File: config.mk
export PLATFORM = sky130hd
export DESIGN_NAME = nvsr_host
export DESIGN_NICKNAME = d
export VERILOG_FILES = /design/src/verilog/nvsr_pkg.sv /design/src/verilog/nvsr_wait_timer.sv /design/src/verilog/nvsr_host.sv
export SDC_FILE = /design/constraint.sdc
export NUM_CORES = 1
export LEC_CHECK = 0
export ABC_CLOCK_PERIOD_IN_PS = 2800
export BUFFER_PORTS_ARGS = -buffer_cell sky130_fd_sc_hd__clkbuf_2
export CAP_MARGIN = 15
export CORE_ASPECT_RATIO = 1.4
export CORE_MARGIN = 2
export CORE_UTILIZATION = 50
export DETAILED_ROUTE_END_ITERATION = 8
export MAX_ROUTING_LAYER = met4
export PLACE_DENSITY = 0.72
export SLEW_MARGIN = 15
export SYNTH_ARGS = -nofsm -noshare
export SYNTH_HDL_FRONTEND = slang
export SYNTH_SLANG_ARGS = --single-unit
File: constraint.sdc
create_clock -name clk -period 2.8 [get_ports clk]
set_input_delay 0 -clock clk [delete_from_list [all_inputs] [get_ports clk]]
set_output_delay 0 -clock clk [all_outputs]
set_load 0.01 [all_outputs]
File: src/verilog/nvsr_pkg.sv
// Package for the nonvolatile SRAM host controller: pin timing, sequences, types
package nvsr_pkg;
    // -----------------------------------------------------------------
    // Clock and pin timing
    // -----------------------------------------------------------------
    localparam int CLK_PERIOD_PS = 4000;
    localparam int T_CYCLE_NS    = 25;       // Read or write cycle time
    localparam int T_PULSE_NS    = 20;       // Chip enable or write pulse width
    localparam int T_ACCESS_NS   = 25;       // Chip enable access time
    localparam int T_HIZ_NS      = 10;       // Chip disable to output inactive
    localparam int T_RECALL_US   = 20;       // Software recall duration
    localparam int T_RESTORE_US  = 550;      // Power-up recall duration
    localparam int T_STORE_MS    = 10;       // Store cycle duration

    // Least times round up, and each is at least one cycle
    localparam int CYC_PULSE   = (T_PULSE_NS * 1000 + CLK_PERIOD_PS - 1) / CLK_PERIOD_PS;
    localparam int CYC_ACCESS  = (T_ACCESS_NS * 1000 + CLK_PERIOD_PS - 1) / CLK_PERIOD_PS;
    localparam int CYC_CYCLE   = (T_CYCLE_NS * 1000 + CLK_PERIOD_PS - 1) / CLK_PERIOD_PS;
    localparam int CYC_HIZ     = (T_HIZ_NS * 1000 + CLK_PERIOD_PS - 1) / CLK_PERIOD_PS;
    localparam int CYC_RECALL  = (T_RECALL_US * 1000000 + CLK_PERIOD_PS - 1) / CLK_PERIOD_PS;
    localparam int CYC_RESTORE = (T_RESTORE_US * 1000000 + CLK_PERIOD_PS - 1) / CLK_PERIOD_PS;
    localparam int CYC_STORE   = int'((64'(T_STORE_MS) * 64'd1000000000 + 64'(CLK_PERIOD_PS) - 64'd1)
                                      / 64'(CLK_PERIOD_PS));

    // -----------------------------------------------------------------
    // Bus widths and software sequences
    // -----------------------------------------------------------------
    localparam int ADDR_W   = 13;
    localparam int DATA_W   = 8;
    localparam int SEQ_LEN  = 6;
    localparam int WAIT_W   = 32;

    localparam logic [12:0] SEQ_A0       = 13'h0000;
    localparam logic [12:0] SEQ_A1       = 13'h1555;
    localparam logic [12:0] SEQ_A2       = 13'h0aaa;
    localparam logic [12:0] SEQ_A3       = 13'h1fff;
    localparam logic [12:0] SEQ_A4       = 13'h10f0;
    localparam logic [12:0] SEQ_STORE_A5 = 13'h0f0f;
    localparam logic [12:0] SEQ_RECAL_A5 = 13'h0f0e;

    // -----------------------------------------------------------------
    // Types
    // -----------------------------------------------------------------
    typedef enum logic [1:0]
    {
        NVSR_OP_READ   = 2'h0,
        NVSR_OP_WRITE  = 2'h1,
        NVSR_OP_STORE  = 2'h2,
        NVSR_OP_RECALL = 2'h3
    } nvsr_op_t;

    typedef struct packed
    {
        nvsr_op_t            op;
        logic [ADDR_W-1:0]   addr;
        logic [DATA_W-1:0]   wdata;
    } nvsr_req_t;

    typedef struct packed
    {
        logic                ce_n;
        logic                we_n;
        logic                oe_n;
        logic [ADDR_W-1:0]   addr;
        logic [DATA_W-1:0]   dq_out;
        logic                dq_oe;
    } nvsr_pins_t;
endpackage

File: src/verilog/nvsr_wait_timer.sv
// Loadable down-counter that reports when a wait has run out
`timescale 1ns/1ps
module nvsr_wait_timer
#(
    parameter int W = 32
)
(
    input  wire logic         clk,
    input  wire logic         rst,
    input  wire logic         load,
    input  wire logic [W-1:0] count,
    output logic              done
);
    logic [W-1:0] remain;
    logic [W-1:0] next_remain;

    // Next count: reload or count down to zero
    always_comb
    begin
        next_remain = remain;
        if (load)
            next_remain = count;
        else if (remain != '0)
            next_remain = remain - W'(1);
    end

    // Register the count
    always_ff @(posedge clk)
    begin
        if (rst)
            remain <= '0;
        else
            remain <= next_remain;
    end

    // Done follows the count only, so a caller that loads on done forms no loop
    assign done = (remain == '0);
endmodule

File: src/verilog/nvsr_host.sv
// Host controller driving a byte-wide nonvolatile SRAM over its pins
`timescale 1ns/1ps
module nvsr_host
#(
    parameter int STORE_CYCLES   = nvsr_pkg::CYC_STORE,
    parameter int RESTORE_CYCLES = nvsr_pkg::CYC_RESTORE,
    parameter int RECALL_CYCLES  = nvsr_pkg::CYC_RECALL
)
(
    input  wire logic                        clk,
    input  wire logic                        rst,
    input  wire logic                        req_valid,
    output logic                             req_ready,
    input  wire nvsr_pkg::nvsr_req_t         req,
    output logic                             rsp_valid,
    output logic [nvsr_pkg::DATA_W-1:0]      rsp_rdata,
    input  wire logic                        power_ok,
    output logic                             busy,
    output logic                             ce_n,
    output logic                             we_n,
    output logic                             oe_n,
    output logic [nvsr_pkg::ADDR_W-1:0]      addr,
    output logic [nvsr_pkg::DATA_W-1:0]      dq_out,
    output logic                             dq_oe,
    input  wire logic [nvsr_pkg::DATA_W-1:0] dq_in
);
    import nvsr_pkg::*;

    // ---------------------------------------------------------------
    // Constants and state
    // ---------------------------------------------------------------
    localparam logic [WAIT_W-1:0] W_PULSE  = WAIT_W'(CYC_ACCESS + 3);
    localparam logic [WAIT_W-1:0] W_WPULSE = WAIT_W'(CYC_PULSE);
    localparam logic [WAIT_W-1:0] W_GAP    = WAIT_W'(CYC_HIZ);
    localparam logic [WAIT_W-1:0] W_STORE  = WAIT_W'(STORE_CYCLES);
    localparam logic [WAIT_W-1:0] W_REST   = WAIT_W'(RESTORE_CYCLES);
    localparam logic [WAIT_W-1:0] W_RECALL = WAIT_W'(RECALL_CYCLES);

    typedef enum logic [5:0]
    {
        ST_POWER = 6'b000001,
        ST_IDLE  = 6'b000010,
        ST_SETUP = 6'b000100,
        ST_PULSE = 6'b001000,
        ST_GAP   = 6'b010000,
        ST_NVOP  = 6'b100000
    } nvsr_state_t;

    nvsr_state_t            state;
    nvsr_state_t            next_state;
    nvsr_req_t              cur;
    nvsr_req_t              next_cur;
    logic [2:0]             step;
    logic [2:0]             next_step;
    nvsr_pins_t             pins;
    nvsr_pins_t             next_pins;
    logic                   next_rsp_valid;
    logic [DATA_W-1:0]      next_rsp_rdata;
    logic                   pwr_s1;
    logic                   pwr_s2;
    logic                   pwr_s3;
    logic                   pwr_good;
    logic                   next_pwr_good;
    logic                   t_load;
    logic [WAIT_W-1:0]      t_count;
    logic                   t_done;
    logic [DATA_W-1:0]      dq_s1;
    logic [DATA_W-1:0]      dq_s2;

    // Sequence address for each step of a store or recall
    function automatic logic [ADDR_W-1:0] seq_addr(input logic [2:0] s, input nvsr_op_t op);
        logic [ADDR_W-1:0] a;
        a = SEQ_A0;
        case (s)
            3'h0: a = SEQ_A0;
            3'h1: a = SEQ_A1;
            3'h2: a = SEQ_A2;
            3'h3: a = SEQ_A3;
            3'h4: a = SEQ_A4;
            default: a = (op == NVSR_OP_STORE) ? SEQ_STORE_A5 : SEQ_RECAL_A5;
        endcase
        return a;
    endfunction

    // ---------------------------------------------------------------
    // Input synchronisers
    // ---------------------------------------------------------------
    // Power-good pin through three flops; accepted when last two agree
    always_comb
    begin
        next_pwr_good = pwr_good;
        if (pwr_s2 == pwr_s3)
            next_pwr_good = pwr_s3;
    end

    always_ff @(posedge clk)
    begin
        if (rst)
        begin
            pwr_s1   <= 1'b0;
            pwr_s2   <= 1'b0;
            pwr_s3   <= 1'b0;
            pwr_good <= 1'b0;
            dq_s1    <= '0;
            dq_s2    <= '0;
        end
        else
        begin
            pwr_s1   <= power_ok;
            pwr_s2   <= pwr_s1;
            pwr_s3   <= pwr_s2;
            pwr_good <= next_pwr_good;
            dq_s1    <= dq_in;
            dq_s2    <= dq_s1;
        end
    end

    nvsr_wait_timer #(.W(WAIT_W)) u_timer
    (
        .clk   (clk),
        .rst   (rst),
        .load  (t_load),
        .count (t_count),
        .done  (t_done)
    );

    // ---------------------------------------------------------------
    // Access sequencer
    // ---------------------------------------------------------------
    // Next state, pins and response
    always_comb
    begin
        next_state     = state;
        next_cur       = cur;
        next_step      = step;
        next_pins      = pins;
        next_rsp_valid = 1'b0;
        next_rsp_rdata = rsp_rdata;
        t_load         = 1'b0;
        t_count        = '0;
        unique case (state)
            ST_POWER:
            begin
                // Wait out the power-up recall after supply comes good
                if (!pwr_good)
                begin
                    t_load  = 1'b1;
                    t_count = W_REST;
                end
                else if (t_done)
                    next_state = ST_IDLE;
            end
            ST_IDLE:
            begin
                if (!pwr_good)
                begin
                    // Power loss starts a store; hold off past it
                    next_state = ST_POWER;
                end
                else if (req_valid)
                begin
                    next_cur     = req;
                    next_step    = 3'h0;
                    next_pins.addr = (req.op == NVSR_OP_READ || req.op == NVSR_OP_WRITE)
                                     ? req.addr : seq_addr(3'h0, req.op);
                    next_state   = ST_SETUP;
                end
            end
            ST_SETUP:
            begin
                // Address stable; assert chip enable; strobes set in the same cycle
                next_pins.ce_n = 1'b0;
                if (cur.op == NVSR_OP_WRITE)
                begin
                    next_pins.we_n   = 1'b0;
                    next_pins.oe_n   = 1'b1;
                    next_pins.dq_out = cur.wdata;
                    next_pins.dq_oe  = 1'b1;
                    t_count          = W_WPULSE;
                end
                else
                begin
                    next_pins.we_n  = 1'b1;
                    next_pins.oe_n  = 1'b0;
                    next_pins.dq_oe = 1'b0;
                    t_count         = W_PULSE;
                end
                t_load     = 1'b1;
                next_state = ST_PULSE;
            end
            ST_PULSE:
            begin
                if (!pwr_good)
                begin
                    // Device is deselected; abort and report nothing
                    next_pins.ce_n  = 1'b1;
                    next_pins.we_n  = 1'b1;
                    next_pins.oe_n  = 1'b1;
                    next_pins.dq_oe = 1'b0;
                    next_state      = ST_POWER;
                end
                else if (t_done)
                begin
                    next_pins.ce_n  = 1'b1;
                    next_pins.we_n  = 1'b1;
                    next_pins.oe_n  = 1'b1;
                    next_pins.dq_oe = 1'b0;
                    if (cur.op == NVSR_OP_READ)
                        next_rsp_rdata = dq_s2;
                    t_load     = 1'b1;
                    t_count    = W_GAP;
                    next_state = ST_GAP;
                end
            end
            ST_GAP:
            begin
                if (t_done)
                begin
                    if ((cur.op == NVSR_OP_STORE || cur.op == NVSR_OP_RECALL)
                        && step != 3'(SEQ_LEN - 1))
                    begin
                        next_step      = step + 3'h1;
                        next_pins.addr = seq_addr(step + 3'h1, cur.op);
                        next_state     = ST_SETUP;
                    end
                    else if (cur.op == NVSR_OP_STORE || cur.op == NVSR_OP_RECALL)
                    begin
                        t_load     = 1'b1;
                        t_count    = (cur.op == NVSR_OP_STORE) ? W_STORE : W_RECALL;
                        next_state = ST_NVOP;
                    end
                    else
                    begin
                        next_rsp_valid = 1'b1;
                        next_state     = ST_IDLE;
                    end
                end
            end
            ST_NVOP:
            begin
                // Hold all access until the store or recall finishes
                if (t_done)
                begin
                    next_rsp_valid = 1'b1;
                    next_state     = ST_IDLE;
                end
            end
        endcase
    end

    always_ff @(posedge clk)
    begin
        if (rst)
        begin
            state     <= ST_POWER;
            cur       <= '0;
            step      <= 3'h0;
            pins      <= '{ce_n: 1'b1, we_n: 1'b1, oe_n: 1'b1, addr: '0, dq_out: '0, dq_oe: 1'b0};
            rsp_valid <= 1'b0;
            rsp_rdata <= '0;
        end
        else
        begin
            state     <= next_state;
            cur       <= next_cur;
            step      <= next_step;
            pins      <= next_pins;
            rsp_valid <= next_rsp_valid;
            rsp_rdata <= next_rsp_rdata;
        end
    end

    // ---------------------------------------------------------------
    // Outputs
    // ---------------------------------------------------------------
    assign req_ready = (state == ST_IDLE) && pwr_good;
    assign busy      = (state != ST_IDLE);
    assign ce_n      = pins.ce_n;
    assign we_n      = pins.we_n;
    assign oe_n      = pins.oe_n;
    assign addr      = pins.addr;
    assign dq_out    = pins.dq_out;
    assign dq_oe     = pins.dq_oe;
endmodule

Yosys cells after proc, flatten, opt, wreduce, memory -nomap -nowiden --
Cells that the tools add are included.
Operators by class: multiplexer cells 53, add/sub/neg operators 2, equality and inequality tests 24, reduce and logical (&&, ||, !) cells 18
Operator list (number):
- $mux 22 | 4
- $pmux 22 s4 | 1
- $mux 13 | 5
- $pmux 13 s5 | 1
- $mux 32 | 2
- $mux 6 | 9
- $pmux 6 s6 | 1
- $logic_not 32->1 | 1
- $reduce_bool 32->1 | 1
- $sub 32x1->32 const B | 1
- $pmux 13 s2 | 1
- $mux 18 | 1
- $mux 3 | 6
- $mux 1 | 13
- $pmux 3 s2 | 2
- $ne 2x2->1 const B | 5
- $ne 3x3->1 const B | 3
- $reduce_and 4->1 | 2
- $eq 3x2->1 const B | 2
- $eq 6x1->1 const B | 1
- $eq 6x2->1 const B | 1
- $eq 6x3->1 const B | 1
- $eq 6x4->1 const B | 1
- $eq 6x5->1 const B | 1
- other kinds (20) | 31
Storage, ports and cells: register bits 105, word-level logic and storage cells 116, input bits 35, output and inout port bits 36

Longest topological paths before layout --
Gate-level depths: netlist of the first run.
word-level depth 7, gate-level depth with buffers 10, mapped depth without buffers 8

By module --
From an unflattened synthesis of the first run, not the netlist that was laid out.
Unflattened totals: cells, all modules 552, area, all modules 4860.9 um2
Modules (own cells, without submodules):
- nvsr_host | seq. area each 1461.4 um2, instances 1, area each 3026.7 um2, cells an instance 342
- nvsr_wait_timer | seq. area each 640.6 um2, instances 1, area each 1834.3 um2, cells an instance 210

Worst setup path after synthesis of the first run --
No wires, ideal clock.
path kind register -> register, from reg u_timer.remain[0], to reg u_timer.remain[24], buffers on the path 1, slack 723 ps, period minus slack after synthesis 2077 ps, stages on the path, launching flop included 10, required time 2684 ps, library setup time 116 ps, data arrival time 1961 ps, path through dfxtp_1 inv_1 ha_1 nor3b_1 and3_2 or3_1 buf_2 or3_1 xor2_1 nor2_2
On the way: cells in the longest elaborated chain, start to end 5, elaborated cells between the ends (all ways) 10, those cells by class add/sub: 1; mux: 6; reduce/logical: 3
RTL lines:
- from (decl) | RTL line nvsr_wait_timer.sv:14 | logic [W-1:0] remain;
- from (signal assigned) | RTL line nvsr_wait_timer.sv:33 | remain <= next_remain;
- branches (longest 5 deep; another with $sub 32x1->32)
Parallel ways; which one is timed is not known. The select of a mux whose other input is x is not followed. A chain may end at the register's enable or synchronous reset.

Final worst setup path of the first run --
from reg u_timer.remain[0], to reg pins (netlist bit addr[11])
On the way: cells in the longest elaborated chain, start to end 3
RTL lines:
- $logic_not 32->1 | RTL line nvsr_wait_timer.sv:37 | assign done = (remain == '0);
- $ne 2x2->1 (no source line)
- $reduce_and 5->1 (no source line)
- to (signal assigned) | RTL line nvsr_host.sv:258 | pins <= '{ce_n: 1'b1, we_n: 1'b1, oe_n: 1'b1, addr: '0, dq_out: '0, dq_oe: 1'b0};
- to (signal assigned) | RTL line nvsr_host.sv:267 | pins <= next_pins;
- to (decl) | RTL line nvsr_host.sv:55 | nvsr_pins_t pins;
No other way between the ends.

==> results of run 1 <==
-- critical path: stages, from the launching register on --
cell      delay [ns]
dfxtp_1         0.31
inv_1           0.13
ha_1            0.19
nor3b_1         0.33
and3_2          0.31
a31oi_1         0.20
nor2_2          0.15
buf_4           0.31
nor2_1          0.11
a211oi_1        0.25
-- report_power, final --
part,internal (mW),leakage (nW),total (mW),switching [mW]
registers,1.51,0.852,1.52,0.0118
clock network,0.616,0.135,1.19,0.572
logic,0.0768,1.19,0.144,0.0673
-- registers in the layout (all words and copies together) (netlist names) --
signal	count
dq_s2	8
rsp_rdata	8
addr	13
step	3
we_n	1
cur	10
dq_out	8
pwr_good	1
pwr_s1	1
rsp_valid	1
pwr_s2	1
pwr_s3	1
oe_n	1
u_timer.remain	32
ce_n	1
state	6
dq_oe	1
dq_s1	8
-- layout by cell type (no fill, tap or decap), types with 4 or more instances in the layout --
cell type	Yosys	layout
buf_4	0	10
inv_1	8	8
or4_1	4	4
a21o_1	5	5
xnor2_1	16	16
xor2_1	12	12
mux2i_1	11	11
nor3_1	15	15
or3_1	8	8
ha_1	7	7
nand2_1	60	60
nand3_1	24	24
a211oi_1	13	13
o21ai_0	13	13
dfxtp_1	105	105
nor4_1	8	8
dlygate4sd3_1	0	32
clkbuf_16	0	9
a21oi_1	58	58
nor2b_1	22	22
clkbuf_2	0	70
nor2_1	68	67
-- routing by layer --
metal | GRT usage (%) | up-vias | wire [microns] | part of all wire, %
li1 | - | 2060 | - | -
met1 | 26.8 | 1938 | 4470 | 41
met2 | 39.2 | 100 | 5560 | 52
met3 | 3.86 | 24 | 481 | 4.5
met4 | 10.2 | 0 | 267 | 2.5
met5 | - | - | 0 | 0
-- timing repair --
action,in CTS,in global routing
hold buffers,32,0
buffers inserted,0,0
endpoints found under the hold margin,32,0
-- cell type report --
type                    count  area [sq um]
clock inverters             6          50.0
well taps                 107           134
flip-flops and latches    105          2100
repair buffers            112           746
fillers                   815          3360
inverters                   8          30.0
clock buffers              10           229
multi-input cells         397          2370
-- kinds of logic after synthesis --
family | count (synthesis) | share of synthesized area [%]
adders and majority gates | 7 | 1.89
DFF | 105 | 45.4
and+or+nand+nor | 243 | 27.6
AOI/OAI and AO/OA | 108 | 14.1
buffers and inverters | 38 | 3.33
xor gates and xnor gates | 28 | 5.30
muxes | 11 | 2.38
-- path summary, 6_finish.rpt --
| kind | start | end | depth (start not counted) |
|---|---|---|---|
| setup reg to reg | u_timer.remain[0] | addr[11] | 9 |
| hold reg to reg | pwr_s1 | pwr_s2 | 1 |
| hold / removal | req_valid | cur[6] | 3 |
| setup / recovery | u_timer.remain[0] | addr[11] | 9 |
==> impl_metrics.toml, run 1 <==
[sta]
finalHoldViolCount = 0
slew_viol_final = 0
rsz0062_at_grt = "false"
worst_slack_ns = 0.404
timing.hold.ws_ns = 0.0672
fin_crit_sh_pct = 85.6
skew_ns = 0.00887
max_clock_freq_mhz = 417
slew_headroom_pct = 40.9
finalSetupTns_ns = 0
period_minus_slack_ns = 2.40
tightest_slew_ns = 0.886
final-setup-viol-count = 0

[yosys]
yosys-top-cells-area = "dfxtp_1 45%, a21oi_1 6.3%, nor2_1 5.5%"
ys_async_sr_fraction_pct = 0
ys.flop_type = "dfxtp_1"
yosysMostFrequentCell = "dfxtp_1"
synth_largest_area_cell = "dfxtp_1"
syn_nets = 582
synth_commonest_cells = "105 x dfxtp_1, 68 x nor2_1, 60 x nand2_1"
synth_edf_count = 0
syn_area_per_cell_sq_um = 8.57
yosysUniqueCellTypes = 57
synth-seq-area-share_pct = 45.4
mappedNetlistArea_sq_um = 4630
synth.yosys.warnings = 0
yosysTopAreaCellShare_pct = 45.4
synth_seq_cells = 105
synthCells = 540

[drt]
routed_wl_mm = 10.8
avgViaCountPerCell = 5.53
firstDrtPassIters = 4
drt_iter0_markers = 259
drc = 0
wl_per_cell_microns = 14.5
vias = 4122
ant_nets = 0

[power]
leakage_nw = 2.18
power_mw = 2.85
power_density_nw_per_um2 = 504
peakVddDrop_v = 0.000434

[placement]
dp_hpwl_mm = 7.48
dp.cells = 697
place_ws_ns = 0.493
place_congestion = 0.907
placed_area_sq_um = 5070
port-buffer-count = 70

[floorplan]
die_y_microns = 118
die_area_sq_um = 10100
ios = 71
initial_core_util_pct = 51.3
core_sq_um = 9030
fp-row-count = 41
die_w_microns = 85.3

[grt]
first_global_vias = 4102
gr-total-overflow = 0
grt_pass1_wl_mm = 18.6
grt_max_degree = 39
track_usage_pct = 23.2
antenna_found_initial = 0

[critical_path]
start_kind = "flop"
reg2reg_slack_ns = 0.40
arrival_ns = 2.64
crit_type = "flop to flop"
cp_max_fo = 30
cp.required_ns = 3.05
endpoint_kind = "flop"

[finish]
n_antenna_cell = 0
final_cells = 745
drive_gt1_share_pct = 17.7
nNetsFinal = 675
fin_area_sq_um = 5670
areaGrowthSynthToFinish_pct = 22.4
fin_util_pct = 62.7

[clock_network]
cts_sinks = 105
numCtsBuffers = 9
clockBufferDepth = 2
clk-insertion-delay-late_ns = 0.35
cts_resized = 0
cts_tree = "built"
cts_root_buf = "clkbuf_16"
ctsHtreeMaxLevel = 3
cts.clk_slew.worst_paths_ns = 0.07

[status]
outcome = "completed"

[hold_path]
hold_class = "input port to flop"

[job]
cap_violations = 0
(Power assumes the default switching activity.)
==> run 2: changes to the inputs <==
- PLACE_DENSITY: 0.72 -> 0.73
==> impl_metrics.toml, run 2 (synthesized netlist as in run 1, its figures left out) <==
[finish]
n_antenna_cell = 0
n_fill_cell = 757
final_common_cell = "dfxtp_1"
nNetsFinal = 675
areaGrowthSynthToFinish_pct = 23.5
fin_area_sq_um = 5720
max_flop_register = "u_timer.remain"
largest_register_ffs = 32
layout_common_cells = "105 x dfxtp_1, 70 x clkbuf_2, 67 x nor2_1"
fin_util_pct = 63.3
drive_gt1_share_pct = 17.9

[placement]
place_congestion = 0.942
place_ws_ns = 0.524
dp_hpwl_mm = 7.45
placed_area_sq_um = 5070
port-buffer-count = 70

[job]
cap_violations = 0

[drt]
drt_iter0_markers = 243
firstDrtPassIters = 5
wl_per_cell_microns = 15.0
vias = 4132
ant_nets = 0
avgViaCountPerCell = 5.55
drc = 0
routed_wl_mm = 11.2

[clock_network]
cts_root_buf = "clkbuf_16"
ctsHtreeMaxLevel = 3
post-cts-setup-buffers = 0
numCtsBuffers = 9
cts.clk_slew.worst_paths_ns = 0.07
cts_sinks = 105
clk-insertion-delay-late_ns = 0.35
cts_tree = "built"
clockBufferDepth = 2
cts_resized = 0

[power]
peakVddDrop_v = 0.000521
power_density_nw_per_um2 = 532
leakage_nw = 2.20

[critical_path]
arrival_ns = 2.57
path_delay_family = "simple AND/OR/NAND/NOR gates"
timing.rr.start = "u_timer.remain[26]"
cp.required_ns = 3.05
cp-startpoint = "u_timer.remain[26]"
start_kind = "flop"
slowest_delay_ns = 0.55
cp_max_fo = 30
critPathBufInv = 1
path_cells = "nor4_1 > and3_2 > a31oi_1 > nor2_2 > buf_4 > nor2_1 > a211oi_1"
slowest_stage = "nor4_1"
crit_type = "flop to flop"
endpoint_kind = "flop"

[sta]
tightest_slew_ns = 0.910
rsz0062_at_grt = "false"
finalHoldViolCount = 0
timing.hold.ws_ns = 0.0858
worst_slack_ns = 0.481
fin_crit_sh_pct = 82.8
slew_viol_final = 0
slew_headroom_pct = 39.3
period_minus_slack_ns = 2.32
final-setup-viol-count = 0
max_clock_freq_mhz = 431
skew_ns = 0.0123
finalSetupTns_ns = 0

[grt]
gr-total-overflow = 0
track_usage_pct = 23.2
grt_max_degree = 45
antenna_found_initial = 0
first_global_vias = 3924
grt_pass1_wl_mm = 18.4

[hold_path]
hold_class = "input port to flop"
min_from = "req_valid"

[status]
outcome = "completed"

[floorplan]
die_area_sq_um = 10100
die_w_microns = 85.3
initial_core_util_pct = 51.3
fp-row-count = 41
core_sq_um = 9030
die_y_microns = 118
ios = 71
[run 2: cell count changes in the layout (fill, tap and decap cells not counted), sizes merged]
cell / change
inv: -2
bufinv: +2
[run 2: power breakdown]
group / total, mW / internal (mW) / switching [mW]
Clock: 1.37 / 0.811 / 0.561
Sequential: 1.52 / 1.51 / 0.0115
Combinational: 0.145 / 0.0760 / 0.0689
Total: 3.04 / 2.40 / 0.641
[run 2: worst min-delay path: stages]
cell,delay (ns)
clkbuf_2,0.20
nand3_1,0.13
a21oi_1,0.05
[run 2: cell type report]
cell class                 count  area [sq um]  share of cell area, %
multi-input combinational    397          2370                   41.5
sequential                   105          2100                   36.8
clock buffer                  10           239                   4.18
inverter                       8          30.0                  0.525
clock inverter                 6          90.1                   1.58
tap                          107           134                   2.34
timing repair buffer         112           746                   13.0
[run 2: path summary, 6_finish.rpt]
check	to	slack, ns	depth (start not counted)
max	addr[7]	0.48	7
min	cur[4]	0.09	3
max reg2reg	addr[7]	0.48	7
min reg2reg	dq_s2[2]	0.44	1
[run 2: metrics by stage]
stage               std cells  power, mW
global placement          697       1.66
global route              745       3.14
finish                    745       3.04
detailed placement        697       1.66
CTS                       745       3.06
floorplan                 540       1.62
[run 2: per-layer routing]
layer	track usage [%]	share of wire, %	vias up
met4	10.5	3.1	0
met3	4.00	3.3	28
met5	-	0	-
met1	26.0	40	1933
met2	39.6	53	107
li1	-	-	2064
[run 2: timing repair]
item | in CTS | in global routing
hold buffers | 32 | 0
hold endpoints to repair | 32 | 0
endpoints found under the setup margin | 0 | 0
==> run 3: changes to the inputs <==
- ABC_AREA: not set -> 1
- ABC_CLOCK_PERIOD_IN_PS: 2800 -> 2100
- PLACE_DENSITY: 0.73 -> 0.75
- clock period: 2.8 -> 2.1 ns (I/O delays scaled with it)
==> impl_metrics.toml, run 3 <==
[drt]
avgViaCountPerCell = 4.93
ant_nets = 0
firstDrtPassIters = 5
vias = 4998
wl_per_cell_microns = 12.7
drt_iter0_markers = 225
drc = 0
routed_wl_mm = 12.9

[clock_network]
numCtsBuffers = 9
cts_root_buf = "clkbuf_16"
clockBufferDepth = 2
cts_sinks = 105
cts_tree = "built"
ctsHtreeMaxLevel = 3
cts.clk_slew.worst_paths_ns = 0.07
clk-insertion-delay-late_ns = 0.35

[power]
leakage_nw = 3.09
peakVddDrop_v = 0.000363
power_density_nw_per_um2 = 609

[finish]
n_antenna_cell = 0
areaGrowthSynthToFinish_pct = 21.5
drive_gt1_share_pct = 18.7
fin_area_sq_um = 6370
final_common_cell = "nor2_1"
layout_common_cells = "173 x nor2_1, 149 x nand2_1, 105 x dfxtp_1"
max_flop_register = "u_timer.remain"
nNetsFinal = 912
largest_register_ffs = 32
multiInputGateArea_sq_um = 2690
layout.area.seq_sq_um = 2100
n_fill_cell = 956

[floorplan]
fp-row-count = 44
die_area_sq_um = 11300
die_y_microns = 125
die_w_microns = 90.6
ios = 71
core_sq_um = 10300
initial_core_util_pct = 51.0

[sta]
final-setup-viol-count = 0
max_clock_freq_mhz = 526
fin_crit_sh_pct = 90.5
finalHoldViolCount = 0
slew_headroom_pct = 43.5
worst_slack_ns = 0.200
finalSetupTns_ns = 0
slew_viol_final = 0
tightest_slew_ns = 0.845
rsz0062_at_grt = "false"
period_minus_slack_ns = 1.90
skew_ns = 0.00712

[grt]
grt_max_degree = 43
grt_pass1_wl_mm = 21.3
antenna_found_initial = 0
track_usage_pct = 23.6
gr-total-overflow = 0
first_global_vias = 4737

[yosys]
synth.yosys.warnings = 0
ys.flop_type = "dfxtp_1"
synth_largest_area_cell = "dfxtp_1"
mappedNetlistArea_sq_um = 5250
synth_edf_count = 0
yosysTopAreaCellShare_pct = 40.0
syn_area_per_cell_sq_um = 6.90
syn_nets = 803
synthCells = 761
synth_seq_cells = 105
yosysUniqueCellTypes = 39
synth_commonest_cells = "174 x nor2_1, 149 x nand2_1, 105 x dfxtp_1"
yosys-top-cells-area = "dfxtp_1 40%, nor2_1 12%, nand2_1 11%"
yosysMostFrequentCell = "nor2_1"
ys_async_sr_fraction_pct = 0
synth-seq-area-share_pct = 40.0

[placement]
place_congestion = 0.910
place_ws_ns = 0.0970
dp_hpwl_mm = 9.06
port-buffer-count = 70
placed_area_sq_um = 5790

[critical_path]
path_cells = "nor2_4 > nand3_2 > inv_2 > nor2_1 > nand2_1 > nand2_1 > o21ai_1 > nor2_1"
cp.required_ns = 2.38
crit_type = "flop to flop"
r2r_cells = 8
start_kind = "flop"
arrival_ns = 2.18
endpoint_kind = "flop"
cp_max_fo = 13
slowest_delay_ns = 0.66
slowest_stage = "nor2_1"

[hold_path]
hold_path_depth = 5
hold_class = "input port to flop"

[job]
cap_violations = 0

[status]
outcome = "completed"
## run 3: cell count changes in the layout (fill, tap and decap cells not counted), sizes merged, moves of 13 or more
cell / before / now
nor2: 69 / 197
nand2: 60 / 163
inv: 9 / 93
o21ai: 13 / 41
nand3: 25 / 49
nor2b: 22 / 0
a21oi: 58 / 37
buf: 10 / 23
## run 3: final cells by class
cell class | count | area share (%)
Clock inverter | 6 | 0.903
Clock buffer | 10 | 3.59
Multi-Input combinational cell | 544 | 42.2
Tap cell | 138 | 2.71
Timing Repair Buffer | 119 | 12.3
Sequential cell | 105 | 33.0
Inverter | 91 | 5.36
## run 3: cell families (layout without fill, tap and decap cells)
kind of cell	Yosys count	count (layout)	share of synthesized area, %
compound gates	84	84	8.65
simple gates	430	431	36.8
flops	105	105	40.0
xor+xnor	22	22	3.67
buf+inv	113	226	9.18
fa+ha+maj	7	7	1.67
## run 3: where the power goes
group	internal [mW]	switching (mW)	leakage [nW]
logic	0.104	0.130	2.10
registers	2.01	0.0127	0.852
clock network	0.835	0.789	0.141
## run 3: worst paths after layout
kind,to,slack (ns),startpoint
max reg2reg,addr[4],0.20,state[2]
min reg2reg,dq_s2[4],0.40,dq_s1[4]
max,addr[4],0.20,state[2]
min,addr[2],0.01,req[10]
## run 3: repair_timing
| action | 4_1_cts | 5_1_grt |
|---|---|---|
| endpoints found under the setup margin | 0 | 30 |
| gates resized for setup | 0 | 5 |
| setup buffers | 0 | 2 |
| hold buffers | 26 | 0 |
| hold endpoints to repair | 26 | 0 |
## run 3: critical path: cells and delay by family (launching register included)
kind,cells,cell delay [ns]
flops,1,0.44
simple gates,6,1.22
compound gates,1,0.06
buf+inv,1,0.11
## run 3: metrics by stage
stage | hold slack, ns | power, mW | std cells | utilization, %
floorplan | 0.107 | 2.20 | 761 | -
global placement | 0.199 | 2.26 | 968 | 56.2
detailed placement | 0.201 | 2.26 | 968 | 56.2
CTS | 0.00313 | 3.91 | 1010 | 61.5
global route | 0.0264 | 4.02 | 1013 | 61.9
finish | 0.0105 | 3.88 | 1013 | 61.9
## run 3: per-layer routing
metal	global-route usage, %	routed length [microns]	vias up
li1	-	-	2596
met5	-	0	-
met3	4.64	497	23
met2	42.6	6930	110
met1	25.0	5130	2269
met4	9.41	301	0
